### config.mk
export PLATFORM = sky130hd
export DESIGN_NAME = usb_dma_port
export DESIGN_NICKNAME = d
export VERILOG_FILES = /design/src/usb_dma_port.v /design/src/dma_buf2.v
export VERILOG_INCLUDE_DIRS = /design/src
export SDC_FILE = /design/constraint.sdc
export NUM_CORES = 1
export LEC_CHECK = 0
export BUFFER_PORTS_ARGS = -buffer_cell sky130_fd_sc_hd__buf_2
export CAP_MARGIN = 20
export CORE_MARGIN = 1.5
export CORE_UTILIZATION = 43
export DETAILED_ROUTE_END_ITERATION = 12
export GPL_ROUTABILITY_DRIVEN = 0
export PLACE_DENSITY_LB_ADDON = 0.3
export SYNTH_ARGS = -nofsm -noshare
export SYNTH_HDL_FRONTEND = slang
export SYNTH_SLANG_ARGS = --single-unit
### constraint.sdc
create_clock -name mclk -period 3.2 [get_ports mclk]
set_input_delay 0.32 -clock mclk [delete_from_list [all_inputs] [get_ports mclk]]
set_output_delay 0.32 -clock mclk [all_outputs]
set_load 0.03 [all_outputs]
### src/usb_dma_regs.vh
// Register offsets, field positions, reset values and timing of the DMA request port.
`ifndef USB_DMA_REGS_VH
`define USB_DMA_REGS_VH
`define OFF_CH0_CTL 7'h10
`define OFF_CH0_INTVL 7'h11
`define OFF_CH1_CTL 7'h12
`define OFF_CH1_INTVL 7'h13
`define OFF_POLARITY 7'h30
`define OFF_DMA_STATUS 7'h31
`define CTL_EN 0
`define CTL_DUAL 1
`define CTL_INS 2
`define CTL_WIDE 3
`define CTL_DEMAND 4
`define CTL_EP_LO 5
`define CTL_EP_HI 6
`define CTL_PAUSE 7
`define POL_REQ0 0
`define POL_REQ1 1
`define POL_ACK0 2
`define POL_ACK1 3
`define POL_IRQ 4
`define RST_CTL 8'h00
`define RST_INTVL 8'h00
`define RST_POL 8'h00
`define MCLK_PERIOD_NS 20
`define BIT_TIME_NS 84
`define REQ_EN_TIME_NS 20
`define BIT_CYC ((`BIT_TIME_NS + `MCLK_PERIOD_NS - 1) / `MCLK_PERIOD_NS)
`define REQ_EN_CYC ((`REQ_EN_TIME_NS + `MCLK_PERIOD_NS - 1) / `MCLK_PERIOD_NS)
`endif

### src/usb_dma_port.v
// Two-channel DMA request port with local register access and pin modes.
`timescale 1ns/1ns
`include "usb_dma_regs.vh"

module usb_dma_port (
  input wire mclk,
  input wire reset,
  input wire bus_mux_select_pin,
  input wire latch_or_pullup_pin_i,
  output reg latch_or_pullup_pin_o,
  output reg latch_or_pullup_pin_oe,
  input wire dplus_pullup_ctrl,
  input wire [7:0] ad_in,
  input wire [6:0] reg_addr,
  input wire cs_n,
  input wire reg_wr,
  input wire reg_rd,
  input wire [7:0] reg_wdata,
  output reg [7:0] reg_rdata,
  output reg dma_req_ch0,
  output reg dma_req_ch1,
  input wire dma_ack_ch0,
  input wire dma_ack_ch1,
  input wire xfer_strobe,
  input wire [15:0] dma_data_i,
  output reg [15:0] dma_data_o,
  input wire irq_src,
  output reg irq_out,
  output reg [3:0] chan_ep,
  input wire [3:0] ep_is_tx,
  input wire [3:0] tx_fifo_free,
  input wire [3:0] tx_pkt_ready,
  input wire [3:0] rx_pkt_ready,
  input wire [31:0] rx_byte_count,
  input wire [31:0] max_pkt_size,
  input wire [15:0] rxf_data,
  input wire [1:0] rxf_valid,
  output wire [1:0] rxf_pop,
  output wire [31:0] txf_data,
  output wire [1:0] txf_push,
  output wire [1:0] txf_two,
  output reg [3:0] tx_set_pkt_ready
);
  localparam [11:0] BIT_CYC = `BIT_CYC;
  localparam [11:0] REQ_EN_CYC = `REQ_EN_CYC;

  reg [15:0] ctl_r;
  reg [15:0] intvl_r;
  reg [7:0] pol_r;
  reg ale_d_r;
  reg [6:0] addr_lat_r;
  reg cs_lat_r;

  wire [1:0] req_raw;
  wire [1:0] set_w;
  wire [1:0] busy_w;
  wire [31:0] bout_w;
  wire same_ep = ctl_r[6:5] == ctl_r[14:13];
  wire ack0_lvl = dma_ack_ch0 ^ pol_r[`POL_ACK0];
  wire ack1_lvl = dma_ack_ch1 ^ pol_r[`POL_ACK1];
  wire [1:0] ack_act;

  // Shared endpoint: either acknowledge serves channel 0, which then runs both pins.
  assign ack_act[0] = ack0_lvl | (same_ep & ack1_lvl);
  assign ack_act[1] = ack1_lvl;

  wire mux = bus_mux_select_pin;
  wire sel = mux ? ~cs_lat_r : ~cs_n;
  wire [6:0] addr = mux ? addr_lat_r : reg_addr;

  // Address and select are taken at the falling edge of the latch strobe.
  always @(posedge mclk) begin
    if (reset) begin
      ale_d_r <= 1'b0;
      addr_lat_r <= 7'h00;
      cs_lat_r <= 1'b1;
    end else begin
      ale_d_r <= latch_or_pullup_pin_i;
      if (mux & ale_d_r & ~latch_or_pullup_pin_i) begin
        addr_lat_r <= ad_in[6:0];
        cs_lat_r <= cs_n;
      end
    end
  end

  always @(posedge mclk) begin
    if (reset) begin
      ctl_r <= {`RST_CTL, `RST_CTL};
      intvl_r <= {`RST_INTVL, `RST_INTVL};
      pol_r <= `RST_POL;
      reg_rdata <= 8'h00;
    end else begin
      if (sel & reg_wr) begin
        case (addr)
          `OFF_CH0_CTL: ctl_r[7:0] <= reg_wdata;
          `OFF_CH0_INTVL: intvl_r[7:0] <= reg_wdata;
          `OFF_CH1_CTL: ctl_r[15:8] <= reg_wdata;
          `OFF_CH1_INTVL: intvl_r[15:8] <= reg_wdata;
          `OFF_POLARITY: pol_r <= {3'h0, reg_wdata[4:0]};
          default: ;
        endcase
      end
      if (sel & reg_rd) begin
        case (addr)
          `OFF_CH0_CTL: reg_rdata <= ctl_r[7:0];
          `OFF_CH0_INTVL: reg_rdata <= intvl_r[7:0];
          `OFF_CH1_CTL: reg_rdata <= ctl_r[15:8];
          `OFF_CH1_INTVL: reg_rdata <= intvl_r[15:8];
          `OFF_POLARITY: reg_rdata <= pol_r;
          `OFF_DMA_STATUS: reg_rdata <= {4'h0, busy_w, req_raw};
          default: reg_rdata <= 8'h00;
        endcase
      end
    end
  end

  genvar c;
  generate
    for (c = 0; c < 2; c = c + 1) begin : chan
      wire [7:0] ctl = ctl_r[c*8 +: 8];
      wire [7:0] intvl = intvl_r[c*8 +: 8];
      wire [1:0] ep = ctl[`CTL_EP_HI:`CTL_EP_LO];
      wire en = ctl[`CTL_EN] & ((c == 1) ? ~same_ep : 1'b1);
      wire tx = ep_is_tx[ep];
      wire dual = ctl[`CTL_DUAL];
      wire wide = ctl[`CTL_WIDE];
      wire demand = ctl[`CTL_DEMAND];
      wire pause = ctl[`CTL_PAUSE];
      wire [7:0] max_sz = max_pkt_size[ep*8 +: 8];
      wire [7:0] cnt_in = rx_byte_count[ep*8 +: 8];
      wire [7:0] byte_in = rxf_data[c*8 +: 8];
      wire [11:0] gap_load = intvl * BIT_CYC + REQ_EN_CYC;
      wire pri = (c == 0) ? 1'b1 : ~(req_raw[0] & ctl_r[`CTL_DUAL]);

      reg req_r;
      reg [11:0] gap_r;
      reg rx_act_r;
      reg done_r;
      reg ins_r;
      reg have_lo_r;
      reg [7:0] lo_r;
      reg [7:0] rem_r;
      reg pop_r;
      reg [7:0] wcnt_r;
      reg wait_r;
      reg push_r;
      reg two_r;
      reg [15:0] txd_r;

      wire bin_ready;
      wire bout_valid;
      wire [15:0] bout_data;
      // Dual-address cycles carry no acknowledge; the strobe completes them, on channel 1 only while channel 0 has no dual request pending.
      wire xfer = xfer_strobe & req_r & (dual ? pri : ack_act[c]);
      wire last = rem_r == 8'h01;
      wire byte_ok = rx_act_r & ~ins_r & (rem_r != 8'h00) & rxf_valid[c] & ~pop_r;
      wire hold_lo = wide & ~have_lo_r & ~last;
      wire take = byte_ok & (hold_lo | bin_ready);
      wire bin_valid = ins_r ? rx_act_r : (byte_ok & ~hold_lo);
      wire [15:0] bin_data;
      assign bin_data = ins_r ? {8'h00, cnt_in} :
                        (have_lo_r ? {byte_in, lo_r} : {8'h00, byte_in});
      wire rx_end = rx_act_r & ~ins_r & (rem_r == 8'h00) & ~have_lo_r & ~bout_valid;
      wire tx_ok = tx & tx_fifo_free[ep] & ~tx_pkt_ready[ep] & ~wait_r;
      wire [8:0] wsum = {1'b0, wcnt_r} + {7'h00, wide, ~wide};
      wire full = wsum >= {1'b0, max_sz};
      wire set_c = xfer & tx & full;
      wire rx_want = demand ? rx_act_r : bout_valid;
      wire req_nxt = en & ~pause & (demand | (gap_r == 12'h000)) &
                     (tx ? tx_ok : rx_want) & ~(xfer & ~demand);

      dma_buf2 #(
        .W(16)
      ) u_buf (
        .mclk(mclk),
        .reset(reset),
        .in_valid(bin_valid),
        .in_ready(bin_ready),
        .in_data(bin_data),
        .out_valid(bout_valid),
        .out_ready(xfer & ~tx),
        .out_data(bout_data)
      );

      always @(posedge mclk) begin
        if (reset) begin
          req_r <= 1'b0;
          gap_r <= 12'h000;
          rx_act_r <= 1'b0;
          done_r <= 1'b0;
          ins_r <= 1'b0;
          have_lo_r <= 1'b0;
          lo_r <= 8'h00;
          rem_r <= 8'h00;
          pop_r <= 1'b0;
          wcnt_r <= 8'h00;
          wait_r <= 1'b0;
          push_r <= 1'b0;
          two_r <= 1'b0;
          txd_r <= 16'h0000;
        end else begin
          req_r <= req_nxt;
          pop_r <= take;
          push_r <= xfer & tx;
          if (xfer & ~demand) begin
            gap_r <= gap_load;
          end else if (gap_r != 12'h000) begin
            gap_r <= gap_r - 12'h001;
          end
          // A packet is only picked up once its ready flag is seen.
          if (~rx_act_r & ~done_r & en & ~tx & rx_pkt_ready[ep]) begin
            rx_act_r <= 1'b1;
            rem_r <= cnt_in;
            ins_r <= ctl[`CTL_INS];
            have_lo_r <= 1'b0;
          end else if (rx_act_r) begin
            if (ins_r & bin_ready) begin
              ins_r <= 1'b0;
            end
            if (take) begin
              rem_r <= rem_r - 8'h01;
              have_lo_r <= hold_lo;
              lo_r <= byte_in;
            end
            if (rx_end) begin
              rx_act_r <= 1'b0;
              done_r <= 1'b1;
            end
          end
          if (done_r & ~rx_pkt_ready[ep]) begin
            done_r <= 1'b0;
          end
          if (xfer & tx) begin
            txd_r <= wide ? dma_data_i : {8'h00, dma_data_i[7:0]};
            two_r <= wide;
            wcnt_r <= full ? 8'h00 : wsum[7:0];
          end
          if (set_c) begin
            wait_r <= 1'b1;
          end else if (wait_r & tx_pkt_ready[ep]) begin
            wait_r <= 1'b0;
          end
        end
      end

      assign req_raw[c] = req_r;
      assign set_w[c] = set_c;
      assign busy_w[c] = rx_act_r | wait_r;
      assign bout_w[c*16 +: 16] = bout_data;
      assign rxf_pop[c] = pop_r;
      assign txf_push[c] = push_r;
      assign txf_two[c] = two_r;
      assign txf_data[c*16 +: 16] = txd_r;
    end
  endgenerate

  wire req1_eff = same_ep ? req_raw[0] : req_raw[1];

  always @(posedge mclk) begin
    if (reset) begin
      dma_req_ch0 <= 1'b1;
      dma_req_ch1 <= 1'b1;
      irq_out <= 1'b1;
      dma_data_o <= 16'h0000;
      chan_ep <= 4'h0;
      tx_set_pkt_ready <= 4'h0;
      latch_or_pullup_pin_o <= 1'b0;
      latch_or_pullup_pin_oe <= 1'b0;
    end else begin
      dma_req_ch0 <= ~req_raw[0] ^ pol_r[`POL_REQ0];
      dma_req_ch1 <= ~req1_eff ^ pol_r[`POL_REQ1];
      irq_out <= ~irq_src ^ pol_r[`POL_IRQ];
      dma_data_o <= (ack1_lvl & ~same_ep) ? bout_w[31:16] : bout_w[15:0];
      chan_ep <= {ctl_r[14:13], ctl_r[6:5]};
      tx_set_pkt_ready <= ({3'h0, set_w[0]} << ctl_r[6:5]) |
                          ({3'h0, set_w[1]} << ctl_r[14:13]);
      latch_or_pullup_pin_o <= dplus_pullup_ctrl & ~mux;
      latch_or_pullup_pin_oe <= ~mux;
    end
  end
endmodule

### src/dma_buf2.v
// Two-entry buffer with valid and ready on both sides.
`timescale 1ns/1ns
module dma_buf2 #(
  parameter W = 16
) (
  input wire mclk,
  input wire reset,
  input wire in_valid,
  output wire in_ready,
  input wire [W-1:0] in_data,
  output wire out_valid,
  input wire out_ready,
  output wire [W-1:0] out_data
);
  reg [W-1:0] d0_r;
  reg [W-1:0] d1_r;
  reg v0_r;
  reg v1_r;
  wire push = in_valid & ~v1_r;
  wire pop = v0_r & out_ready;

  assign in_ready = ~v1_r;
  assign out_valid = v0_r;
  assign out_data = d0_r;

  always @(posedge mclk) begin
    if (reset) begin
      v0_r <= 1'b0;
      v1_r <= 1'b0;
      d0_r <= {W{1'b0}};
      d1_r <= {W{1'b0}};
    end else if (pop) begin
      if (v1_r) begin
        d0_r <= d1_r;
        v1_r <= 1'b0;
      end else if (push) begin
        d0_r <= in_data;
      end else begin
        v0_r <= 1'b0;
      end
    end else if (push) begin
      if (v0_r) begin
        d1_r <= in_data;
        v1_r <= 1'b1;
      end else begin
        d0_r <= in_data;
        v0_r <= 1'b1;
      end
    end
  end
endmodule

==> metrics.md, run 1 <==
| Metric | Value |
|---|---|
| Initial Utilization | `43.9%` |
| Detail Route Antenna Nets | `0` |
| DIE HEIGHT | `189 um` |
| Max stage delay on crit path | `390 ps` |
| Top-Level Pins | `224` |
| Buf/Inv on CP | `1` |
| Data arrival, critical path | `3470 ps` |
| WL per Instance | `18.4 um` |
| Worst Max-Slew Pin Slew | `1000 ps` |
| Most used cell, CP | `ha_1` |
| Fin Clk Skew | `10.5 ps` |
| First-pass GRT wire length | `69000 um` |
| Initial DRC Count | `1072` |
| Setup crit end kind | `flip-flop` |
| Setup CP Type | `flip-flop to flip-flop` |
| Hpwl dp | `31300 um` |
| Worst VDD drop | `380 uV` |
| First-pass DRT Iterations | `5` |
| PwrDens | `468 nW/um2` |
| Nets | `2058` |
| Post-synthesis adder-cell area fraction | `4.82%` |
| Vias in the first global route | `12926` |
| Maximum number of pins on one net before global-route repair | `164` |
| Hold Crit Depth | `3` |
| Worst rel slew slack | `33.3%` |
| Mux share of post-synthesis cell area | `14.8%` |
| Commonest non-fill, non-tap cells in the layout | `271 x dfxtp_1, 221 x buf_2, 151 x a21oi_1` |
| Hold/Removal Path Class | `primary input to flip-flop` |
| Crit-path slowest cell | `or3_1` |
| Register area share after synthesis | `36.8%` |
| Post-Synth Simple-Gate Area | `17.8%` |
| Overall Global Routing Usage | `23.7%` |
| Clk slew on worst S/H paths | `60 ps` |
| # DRC | `0` |
| PnR worst setup slack | `191 ps` |
| CTS Sinks | `273` |
| Pins Over Slew Limit | `0` |
| Final min period | `3010 ps` |
| Core box area | `33800 um2` |
| # fillers | `3143` |
| Rows | `67` |
| Syn Nets | `1870` |
| Critical path depth | `12` |
| Outcome | `completed` |
| P_sw | `0.00213 W` |
| Antenna violations before repair | `8` |
| Vias per inst | `5.73` |
| Clock Tree Buf Depth | `3` |
| Setup repair bufs after CTS | `0` |
| Synth warn | `0` |
| Port bufs | `222` |
| Post-Syn Instances | `1665` |
| DR vias | `13330` |
| Die area | `35600 um2` |
| Reg power frac | `44.0%` |
| CTS Buf Count | `29` |
| Sw frac | `26.0%` |
| Count of final hold-check violations | `0` |
| Area growth syn-to-layout | `17.6%` |
| Max FO, Critical Path | `7` |
| Overflow left after global routing | `0` |
| Distinct cells, synth | `80` |
| MaxCap Viol Count | `0` |
| Worst path cell trace | `inv_1 -> ha_1 -> fa_2 -> nand3_1 -> or3_1 -> nand2_1 -> ha_1 -> a21o_1 -> a221oi_1 -> o21ai_2 -> o21a_2 -> nor3_1` |
| Syn avg cell area | `8.91 um2` |
| Clock Latency Late Sink | `550 ps` |
| Yosys reg bits | `273` |
| H-tree Lvls | `1` |
| Setup TNS | `0 ps` |
| CP Launch Type | `flip-flop` |
| Post-synthesis xor/xnor area fraction | `3.37%` |
| EDFF count, synth | `0` |
| Final Cycle Share | `94.0%` |
| Root buffer cell | `clkbuf_16` |
| Logic pwr share | `14.3%` |
| Clock share of power | `41.7%` |
| Unrepaired setup endpoints after global routing | `no` |
| Crit path required time | `3660 ps` |
| Die X | `189 um` |
| Mapped Area | `14800 um2` |
| TritonCTS clock tree | `yes` |
| Int Pwr | `0.00604 W` |
| Setup-failing EPs final | `0` |
| Fraction of registers with async set/reset | `0%` |
| Worst r2r path cells | `12` |
| Compound-gate portion of the synthesized area | `17.4%` |
| Setup WS pre-CTS | `98.3 ps` |
| Ys flop type | `dfxtp_1` |
| Share of cells above drive strength 1 | `21.3%` |
| Combinational family with the most area after synthesis | `simple AND/OR/NAND/NOR gates` |
| P_leak | `6.82 nW` |
| Fmax | `332 MHz` |
| Worst path top cell family by delay | `compound AO/OA/AOI/OAI gates` |
| Commonest non-fill, non-tap cell in the layout | `dfxtp_1` |
| Final WL | `42800 um` |
==> tightest hold or removal path: stages <==
cell and delay (ps):
buf_2 80, mux2i_1 50, nor2_1 80
==> repair_timing <==
action | CTS | global route
endpoints found under the hold margin | 7 | 0
setup endpoints to repair | 0 | 20
hold buffers | 7 | 0
gates resized for setup | 0 | 8
==> power groups by stage <==
stage / clock network (W) / logic [W] / registers, W
after global routing: 0.00363 / 0.00130 / 0.00361
final: 0.00340 / 0.00117 / 0.00360
after CTS: 0.00347 / 0.00117 / 0.00359
after detailed placement: 0 / 0.00115 / 0.00367
after floorplan: 0 / 0.000836 / 0.00365
after global placement: 0 / 0.00112 / 0.00366
==> area by class of cell <==
type / count / area (um2) / area share, %
multi-input combinational: 1214 / 8670 / 49.7
inverter: 58 / 218 / 1.25
antenna: 4 / 10.0 / 0.0574
clock inverter: 10 / 133 / 0.760
timing repair buffer: 277 / 1560 / 8.96
sequential: 273 / 5470 / 31.3
clock buffer: 42 / 825 / 4.73
tap: 448 / 561 / 3.21
==> cell families after synthesis <==
logic type	count (synthesis)
and+or+nand+nor	538
AOI/OAI and AO/OA	395
DFF	273
buffers and inverters	178
muxes	168
xor gates and xnor gates	57
adders and majority gates	56
==> state kept, by name, summed over array words and instances, names as in the netlist, 4 cells and up <==
register,flops
chan.u_buf.d1_r,32
tx_set_pkt_ready,4
chan.lo_r,16
chan.txd_r,32
dma_data_o,16
chan.gap_r,24
pol_r,5
chan.rem_r,16
chan.wcnt_r,16
chan.u_buf.out_data,32
addr_lat_r,7
chan_ep,4
ctl_r,16
intvl_r,16
reg_rdata,8
==> final timing paths <==
check                                 start                              to  slack, ps
max reg2reg           ctl_r[3]$_SDFFE_PP0P_  chan[0].wcnt_r[0]$_SDFFE_PP0P_        190
min reg2reg  chan[1].txd_r[10]$_SDFFE_PP0P_  chan[1].txd_r[10]$_SDFFE_PP0P_        450
min                                ad_in[6]      addr_lat_r[6]$_SDFFE_PP0P_         20
max                   ctl_r[3]$_SDFFE_PP0P_  chan[0].wcnt_r[0]$_SDFFE_PP0P_        190
==> cell usage after synthesis, types with 9 or more instances <==
library cell	count	area, um2
o211ai_1	13	97.6
buf_2	18	90.1
nor2b_1	10	62.6
nor4_1	13	81.3
a21oi_1	151	756
nand2_1	149	559
o21ai_0	62	310
xnor2_1	27	236
a211oi_1	16	120
mux2i_1	115	1150
nand2b_1	16	100
buf_1	11	41.3
o21bai_1	10	75.1
dfxtp_1	273	5470
nor2_1	144	541
a21o_1	11	82.6
nand3_1	52	260
o311a_1	9	90.1
ha_1	54	676
nand4_1	21	131
mux2_2	13	146
clkbuf_1	80	300
a311oi_1	19	166
inv_1	57	214
xor2_1	30	263
o41ai_1	11	96.3
or3_1	24	150
mux4_2	40	901
nor3_1	50	250
nand3b_1	14	105
a31oi_1	15	93.8
==> through the flow <==
stage	util, %	instances	cell area, um2	hold slack (ps)	power [W]
6_report	51.6	2326	17400	15.2	0.00817
4_1_cts	51.5	2321	17400	2.35	0.00823
5_1_grt	51.6	2325	17400	11.6	0.00854
3_5_place_dp	48.5	2262	16400	443	0.00482
2_1_floorplan	-	1665	14800	421	0.00449
3_3_place_gp	48.5	2262	16400	436	0.00478
==> per-layer routing <==
layer / up-vias / wire, um / GRT usage (%)
li1: 6454 / - / -
met2: 447 / 19500 / 37.8
met5: - / 41 / 0
met1: 6343 / 18900 / 32.0
met4: 6 / 1220 / 7.05
met3: 80 / 3150 / 5.01
Note: power is estimated with default switching activity, not from simulation.
==> run 2: changes to the inputs <==
- SYNTH_HIERARCHICAL: default -> 1
==> run 2 against run 1 <==
Effect of this change:
- maximum frequency barely moved
- largest cell class unchanged
- critical endpoint is now tx_set_pkt_ready[2]$_SDFF_PP0_
- first-iteration DRC count decreased by 9.6%
- cell count is 0.47% higher
- sequential share of layout area is 0.42 points higher
- non-clock buffer count up 1
- sequential power about the same
- clock-buffer cell count increased by 7
- largest power group unchanged
- sequential cell count unchanged
- combinational power rose by 8%
- die area decreased by 2.2%
- via count shrank 3.1%
==> metrics.md, run 2 <==
| Metric | Value |
|---|---|
| Synth warn | `6 (+6)` |
| Maximum number of pins on one net before global-route repair | `127 (-23%)` |
| Root buffer cell | `clkbuf_16` |
| Worst path cell trace | `inv_1 -> ha_1 -> fa_2 -> and3_2 -> nand3_1 -> xnor2_1 -> ha_1 -> and3_1 -> o2111ai_1 -> o211a_1 -> or4_1 -> o22ai_1` |
| First-pass GRT wire length | `64900 um (-5.9%)` |
| Setup repair bufs after CTS | `0 (unchanged)` |
| Setup crit end kind | `flip-flop` |
| Mapped Area | `14500 um2 (-2.2%)` |
| Fraction of registers with async set/reset | `0% (unchanged)` |
| Top-count cell post-synth | `dfxtp_1` |
| Vias per inst | `5.53 (-3.5%)` |
| Logic pwr share | `14.9% (+0.6 points)` |
| Worst rel slew slack | `33.5% (+0.20 points)` |
| Final WL | `40800 um (-4.8%)` |
| Count of final hold-check violations | `0 (unchanged)` |
| Area of the multi-input gates | `8290 um2 (-4.4%)` |
| Ys flop type | `dfxtp_1` |
| Setup-failing EPs final | `0 (unchanged)` |
| Reg power frac | `42.8% (-1.2 points)` |
| Die area | `34800 um2 (-2.2%)` |
| Post-Syn Instances | `1661 (-0.24%)` |
| Initial DRC Count | `969 (-9.6%)` |
| P_sw | `0.00220 W (+3.6%)` |
| Setup TNS | `0 ps (unchanged)` |
| Worst VDD drop | `451 uV (+19%)` |
| Die X | `187 um (-1.1%)` |
| Share of the synthesized area in the top cell type | `37.7% (+0.83 points)` |
| Sw frac | `25.9% (-0.081 points)` |
| Core box area | `33400 um2 (-1.2%)` |
| CTS Buf Count | `30 (+3.4%)` |
| Antenna violations before repair | `0 (-8)` |
| CTS Sinks | `273 (unchanged)` |
| CP Launch Type | `flip-flop` |
| Nets | `2071 (+0.63%)` |
| TritonCTS clock tree | `yes` |
| DIE HEIGHT | `187 um (-1.1%)` |
| Setup CP Type | `flip-flop to flip-flop` |
| Hpwl dp | `29700 um (-5.1%)` |
| Final Cycle Share | `94.0% (about the same)` |
| Final min period | `3010 ps (-2.21 ps)` |
| Max stage delay on crit path | `450 ps (+60 ps)` |
| Syn Nets | `1866 (-0.21%)` |
| Area growth syn-to-layout | `18.7%` |
| Hold Slack | `25.2 ps (+10.0 ps)` |
| Fin Clk Skew | `13.5 ps (+3.05 ps)` |
| Clock Latency Late Sink | `550 ps (about the same)` |
| Initial Utilization | `43.5% (-0.43 points)` |
| # fillers | `3190 (+1.5%)` |
| Seq. cell area | `5470 um2 (unchanged)` |
| Overflow left after global routing | `0 (unchanged)` |
| Clk slew on worst S/H paths | `60 ps (about the same)` |
| Port bufs | `222 (unchanged)` |
| Int Pwr | `0.00629 W (+4.0%)` |
| Top-Level Pins | `224 (unchanged)` |
| # DRC | `0 (unchanged)` |
| Diode count | `0 (-4)` |
| Worst Max-Slew Pin Slew | `997 ps (-3.02 ps)` |
| P_leak | `6.91 nW (+1.4%)` |
| Clock share of power | `42.3% (+0.6 points)` |
| Leading cell types by count after synthesis | `273 x dfxtp_1, 270 x nand2_1, 173 x a21oi_1, 119 x nor2_1, 74 x mux2i_1` |
| PwrDens | `493 nW/um2 (+5.3%)` |
| Commonest non-fill, non-tap cell in the layout | `dfxtp_1` |
| Fmax | `333 MHz (about the same)` |
| Hold/Removal Path Class | `primary input to flip-flop` |
| Share of cells above drive strength 1 | `20.4% (-0.86 points)` |
| Commonest non-fill, non-tap cells in the layout | `271 x dfxtp_1, 270 x nand2_1, 221 x buf_2` |
| Rows | `67 (unchanged)` |
| Crit path required time | `3680 ps (+20 ps)` |
| Detail Route Antenna Nets | `0 (unchanged)` |
| Outcome | `completed` |
| H-tree Lvls | `1 (unchanged)` |
| WL per Instance | `17.4 um (-5.2%)` |
| Overall Global Routing Usage | `22.7% (-0.96 points)` |
| Data arrival, critical path | `3490 ps (+20 ps)` |
| Most used cell, CP | `ha_1` |
| DR vias | `12923 (-3.1%)` |
| Clock Tree Buf Depth | `3 (unchanged)` |
| Pins Over Slew Limit | `0 (unchanged)` |
| Synth top area cells | `dfxtp_1 38%, nand2_1 7.0%, mux4_2 6.2%, a21oi_1 6.0%, mux2i_1 5.1%` |
| Register area share after synthesis | `37.7% (+0.83 points)` |
| Syn avg cell area | `8.73 um2 (-2.0%)` |
| EDFF count, synth | `0 (unchanged)` |
| Vias in the first global route | `12404 (-4.0%)` |
| Unrepaired setup endpoints after global routing | `no` |
| First-pass DRT Iterations | `7 (+2)` |
| Yosys reg bits | `273 (unchanged)` |
| MaxCap Viol Count | `0 (unchanged)` |
| Max FO, Critical Path | `4 (-3)` |
| Area leader, netlist | `dfxtp_1` |
| Distinct cells, synth | `90 (+13%)` |
| Crit-path slowest cell | `or4_1` |
[run 2: cell count changes after synthesis, sizes merged, moves of 12 or more]
cell | previous run | this run
nand2 | 149 | 270
mux2i | 115 | 74
o221a | 0 | 34
o21ai | 65 | 37
nor2 | 144 | 119
a21oi | 153 | 175
nor3 | 51 | 33
and2 | 7 | 24
clkbuf | 81 | 64
a311oi | 19 | 3
or3 | 24 | 8
inv | 57 | 71
nand4 | 21 | 7
xnor2 | 27 | 39
[run 2: path summary, 6_finish.rpt]
check / start / endpoint / slack [ps] / cells after the start
worst max-delay path: ctl_r[3]$_SDFFE_PP0P_ / tx_set_pkt_ready[2]$_SDFF_PP0_ / 190 / 12
worst min-delay path: ad_in[6] / addr_lat_r[6]$_SDFFE_PP0P_ / 30 / 3
worst max register to register: ctl_r[3]$_SDFFE_PP0P_ / tx_set_pkt_ready[2]$_SDFF_PP0_ / 190 / 12
worst min register to register: chan[0].txd_r[15]$_SDFFE_PP0P_ / chan[0].txd_r[15]$_SDFFE_PP0P_ / 450 / 2
[run 2: cell type report]
cell class | instances | area share [%]
Multi-Input combinational cell | 1211 | 48.1
Inverter | 72 | 1.57
Timing Repair Buffer | 278 | 9.25
Clock inverter | 6 | 0.480
Clock buffer | 49 | 5.54
Tap cell | 448 | 3.26
Sequential cell | 273 | 31.8
[run 2: logic make-up (layout without fill, tap and decap cells)]
group,Yosys count,count (layout),synth area share (%)
XOR/XNOR,69,69,4.22
multiplexers,118,118,11.6
AO/OA/AOI/OAI,351,351,16.2
adder cells (fa/ha/maj),56,56,4.93
buffers and inverters,177,405,5.32
flip-flops,273,273,37.7
AND/OR/NAND/NOR,617,617,20.1
[run 2: power groups by stage]
stage | sequential (W) | clock (W) | combinational (W)
after floorplan | 0.00368 | 0 | 0.000906
after global placement | 0.00370 | 0 | 0.00120
after detailed placement | 0.00370 | 0 | 0.00123
after CTS | 0.00363 | 0.00366 | 0.00126
after global routing | 0.00364 | 0.00381 | 0.00141
final | 0.00363 | 0.00360 | 0.00126
[run 2: repair_timing]
item	CTS	global route
hold buffers	15	0
endpoints found under the hold margin	16	0
resized for setup	0	5
endpoints found under the setup margin	0	9
[run 2: critical path, delay by kind of cell, from the launching register on]
family / cells / cell delay, ps
AND/OR/NAND/NOR: 4 / 1020
adder cells (fa/ha/maj): 3 / 900
AO/OA/AOI/OAI: 3 / 540
flip-flops: 1 / 330
XOR/XNOR: 1 / 90
buffers and inverters: 1 / 60
[run 2: through the flow]
stage	std cells	total power [W]	instance area, um2	utilization, %	setup slack, ps
4_1_cts	2337	0.00855	17200	51.5	109
3_3_place_gp	2267	0.00490	16000	48.0	211
3_5_place_dp	2267	0.00493	16000	48.0	123
5_1_grt	2337	0.00886	17200	51.6	28.1
6_report	2337	0.00849	17200	51.6	194
2_1_floorplan	1661	0.00459	14500	-	14.6
[run 2: layer usage]
layer	vias up	part of all wire (%)	GRT usage, %
met5	-	0	0
met4	0	2.8	6.79
met3	77	7.0	3.99
met2	422	46	37.6
met1	6120	44	30.2
li1	6304	-	-
==> run 3: changes to the inputs <==
- CORE_UTILIZATION: 43 -> 45
- SYNTH_HIERARCHICAL: 1 -> default
==> run 3 against run 2 <==
Effect of this change:
- cell count shrank 0.60%
- critical path type unchanged
- maximum frequency is essentially flat
- global-route usage grew 1.9 points
- critical path depth is the same
- highest routed layer is now met5
- clock skew shrank 3.4 ps
- combinational power shrank 7%
- critical endpoint is now chan[1].wcnt_r[1]$_SDFFE_PP0P_
- die area shrank 2.2%
- register-to-register slack is essentially flat
- sequential power is essentially flat
- clock-buffer cell count shrank 10
==> metrics.md, run 3 (same netlist as run 1, synthesis figures left out) <==
| Metric | Value |
|---|---|
| Outcome | `completed` |
| Worst rel slew slack | `28.1% (-5.4 points)` |
| Hold Crit Depth | `3 (unchanged)` |
| Clk slew on worst S/H paths | `60 ps (about the same)` |
| Fin Clk Skew | `10.1 ps (-3.40 ps)` |
| PwrDens | `471 nW/um2 (-4.5%)` |
| Maximum number of pins on one net before global-route repair | `141 (+11%)` |
| Placed Instances | `2260 (-0.31%)` |
| Hold Path End | `chan[1].txd_r[3]$_SDFFE_PP0P_` |
| Fmax | `333 MHz (about the same)` |
| Data arrival, critical path | `3470 ps (-20 ps)` |
| P_sw | `0.00212 W (-3.5%)` |
| Pins Over Slew Limit | `0 (unchanged)` |
| Detail Route Antenna Nets | `0 (unchanged)` |
| P_leak | `6.86 nW (-0.75%)` |
| First-pass GRT wire length | `67100 um (+3.3%)` |
| Worst VDD drop | `335 uV (-26%)` |
| DIE HEIGHT | `185 um (-1.1%)` |
| Nets | `2062 (-0.43%)` |
| Area growth syn-to-layout | `18.1%` |
| R2R Path Start | `ctl_r[11]$_SDFFE_PP0P_` |
| Overall Global Routing Usage | `24.6% (+1.9 points)` |
| CTS Buf Count | `29 (-3.3%)` |
| Die X | `185 um (-1.1%)` |
| Hold/Removal Path Class | `primary input to flip-flop` |
| Port bufs | `222 (unchanged)` |
| Final cell utilization of the core | `54.0% (+2.4 points)` |
| MaxCap Viol Count | `0 (unchanged)` |
| Die area | `34100 um2 (-2.2%)` |
| Final WL | `42900 um (+5.2%)` |
| Vias in the first global route | `12652 (+2.0%)` |
| Max FO, Critical Path | `13 (+9)` |
| Unrepaired setup endpoints after global routing | `no` |
| Reg-to-Reg End | `chan[1].wcnt_r[1]$_SDFFE_PP0P_` |
| Initial Utilization | `45.7% (+2.2 points)` |
| Commonest non-fill, non-tap cells in the layout | `271 x dfxtp_1, 221 x buf_2, 151 x a21oi_1` |
| FF-to-FF setup slack | `190 ps (about the same)` |
| CP Launch Type | `flip-flop` |
| Overflow left after global routing | `0 (unchanged)` |
| Clock Tree Buf Depth | `3 (unchanged)` |
| WL per Instance | `18.5 um (+5.9%)` |
| Cell Count, Final, Fillers Out | `2323 (-0.60%)` |
| H-tree Lvls | `1 (unchanged)` |
| DR vias | `13349 (+3.3%)` |
| Setup-failing EPs final | `0 (unchanged)` |
| Logic pwr share | `14.2% (-0.7 points)` |
| Worst Max-Slew Pin Slew | `1050 ps (+51.0 ps)` |
| TritonCTS clock tree | `yes` |
| Clock share of power | `42.2% (about the same)` |
| Share of cells above drive strength 1 | `21.6% (+1.2 points)` |
| PnR worst setup slack | `194 ps (+0.144 ps)` |
| Hold_sp | `dma_data_i[3]` |
| Root buffer cell | `clkbuf_16` |
| CTS Sinks | `273 (unchanged)` |
| Final min period | `3010 ps (-0.144 ps)` |
| Setup CP Type | `flip-flop to flip-flop` |
| Top-Level Pins | `224 (unchanged)` |
| # DRC | `0 (unchanged)` |
| Int Pwr | `0.00613 W (-2.5%)` |
| Setup repair bufs after CTS | `0 (unchanged)` |
| Reg power frac | `43.6% (+0.8 points)` |
| Rows | `66 (-1.5%)` |
| Clock Latency Late Sink | `550 ps (about the same)` |
| Initial DRC Count | `1079 (+11%)` |
| Commonest non-fill, non-tap cell in the layout | `dfxtp_1` |
| Final Cycle Share | `93.9% (about the same)` |
| Crit path required time | `3660 ps (-20 ps)` |
| Setup WS pre-CTS | `26.5 ps (-96.3 ps)` |
| Setup TNS | `0 ps (unchanged)` |
| Setup crit end kind | `flip-flop` |
| Count of final hold-check violations | `0 (unchanged)` |
| Sw frac | `25.7% (-0.20 points)` |
| Hpwl dp | `31100 um (+4.8%)` |
| Worst r2r path cells | `12 (unchanged)` |
| First-pass DRT Iterations | `7 (unchanged)` |
| Core box area | `32500 um2 (-2.7%)` |
| Vias per inst | `5.75 (+3.9%)` |
| Antenna violations before repair | `7 (+7)` |
run 3: changes by cell type in the layout (fill, tap and decap cells not counted), moves of 16 or more:
| cell | previous run | this run |
|---|---|---|
| a311oi_1 | 2 | 19 |
| or3_1 | 7 | 24 |
| and2_1 | 24 | 7 |
| o221a_1 | 32 | 0 |
| nor2_1 | 119 | 143 |
| nor3_1 | 33 | 49 |
| a21oi_1 | 173 | 151 |
| mux2i_1 | 74 | 115 |
| o21ai_0 | 34 | 61 |
| nand2_1 | 270 | 149 |
run 3: worst max-delay path by stage:
stage                           start                              to  slack (ps)  depth (start not counted)
3_5_place_dp    ctl_r[3]$_SDFFE_PP0P_  chan[0].wcnt_r[7]$_SDFFE_PP0P_          30                         12
5_1_grt        ctl_r[11]$_SDFFE_PP0P_  chan[1].wcnt_r[2]$_SDFFE_PP0P_           6                         12
3_3_place_gp    ctl_r[3]$_SDFFE_PP0P_  chan[0].wcnt_r[5]$_SDFFE_PP0P_         160                         12
4_1_cts         ctl_r[3]$_SDFFE_PP0P_  chan[0].wcnt_r[7]$_SDFFE_PP0P_           2                         12
2_1_floorplan  ctl_r[13]$_SDFFE_PP0P_     chan[1].wait_r$_SDFFE_PP0P_         150                         11
6_report       ctl_r[11]$_SDFFE_PP0P_  chan[1].wcnt_r[1]$_SDFFE_PP0P_         190                         12
run 3: area by class of cell:
class / count / area, um2
clock buffers: 39 / 823
inverters: 58 / 218
diodes: 6 / 15.0
clock inverters: 10 / 153
fillers: 2958 / 14900
repair buffers: 281 / 1610
flip-flops and latches: 273 / 5470
multi-input cells: 1214 / 8680
well taps: 442 / 553
run 3: per-layer routing:
| layer | vias up | global-route usage, % | share of wire (%) |
|---|---|---|---|
| met3 | 79 | 4.84 | 8.0 |
| met2 | 487 | 40.0 | 46 |
| met4 | 4 | 8.23 | 3.0 |
| met5 | - | 0 | 0.068 |
| met1 | 6326 | 32.7 | 43 |
| li1 | 6453 | - | - |
run 3: critical path: stages, from the launching register on:
cell and delay (ps):
dfxtp_1 310, buf_4 200, ha_1 310, a21o_1 130, and4_2 290, nand3_1 110
xnor2_1 150, ha_1 300, and3_1 170, and3_1 180, a21bo_2 230, o31a_1 350
nor3_1 210
run 3: power by group through the flow:
stage	clock [W]	combinational, W	sequential (W)
after floorplan	0	0.000836	0.00365
after global placement	0	0.00112	0.00366
after detailed placement	0	0.00115	0.00367
after CTS	0.00354	0.00117	0.00360
after global routing	0.00366	0.00131	0.00361
final	0.00348	0.00117	0.00360
run 3: through the flow:
step | instance area, um2 | total power (W) | hold slack [ps]
2_1_floorplan | 14800 | 0.00449 | 421
3_3_place_gp | 16400 | 0.00479 | 436
3_5_place_dp | 16400 | 0.00482 | 444
4_1_cts | 17500 | 0.00830 | 5.05
5_1_grt | 17500 | 0.00858 | 8.74
6_report | 17500 | 0.00825 | 16.8
run 3: timing repair:
| action | in CTS | in global routing |
|---|---|---|
| resized for setup | 0 | 9 |
| setup endpoints to repair | 0 | 21 |
| hold endpoints to repair | 7 | 0 |
| hold buffers | 7 | 0 |
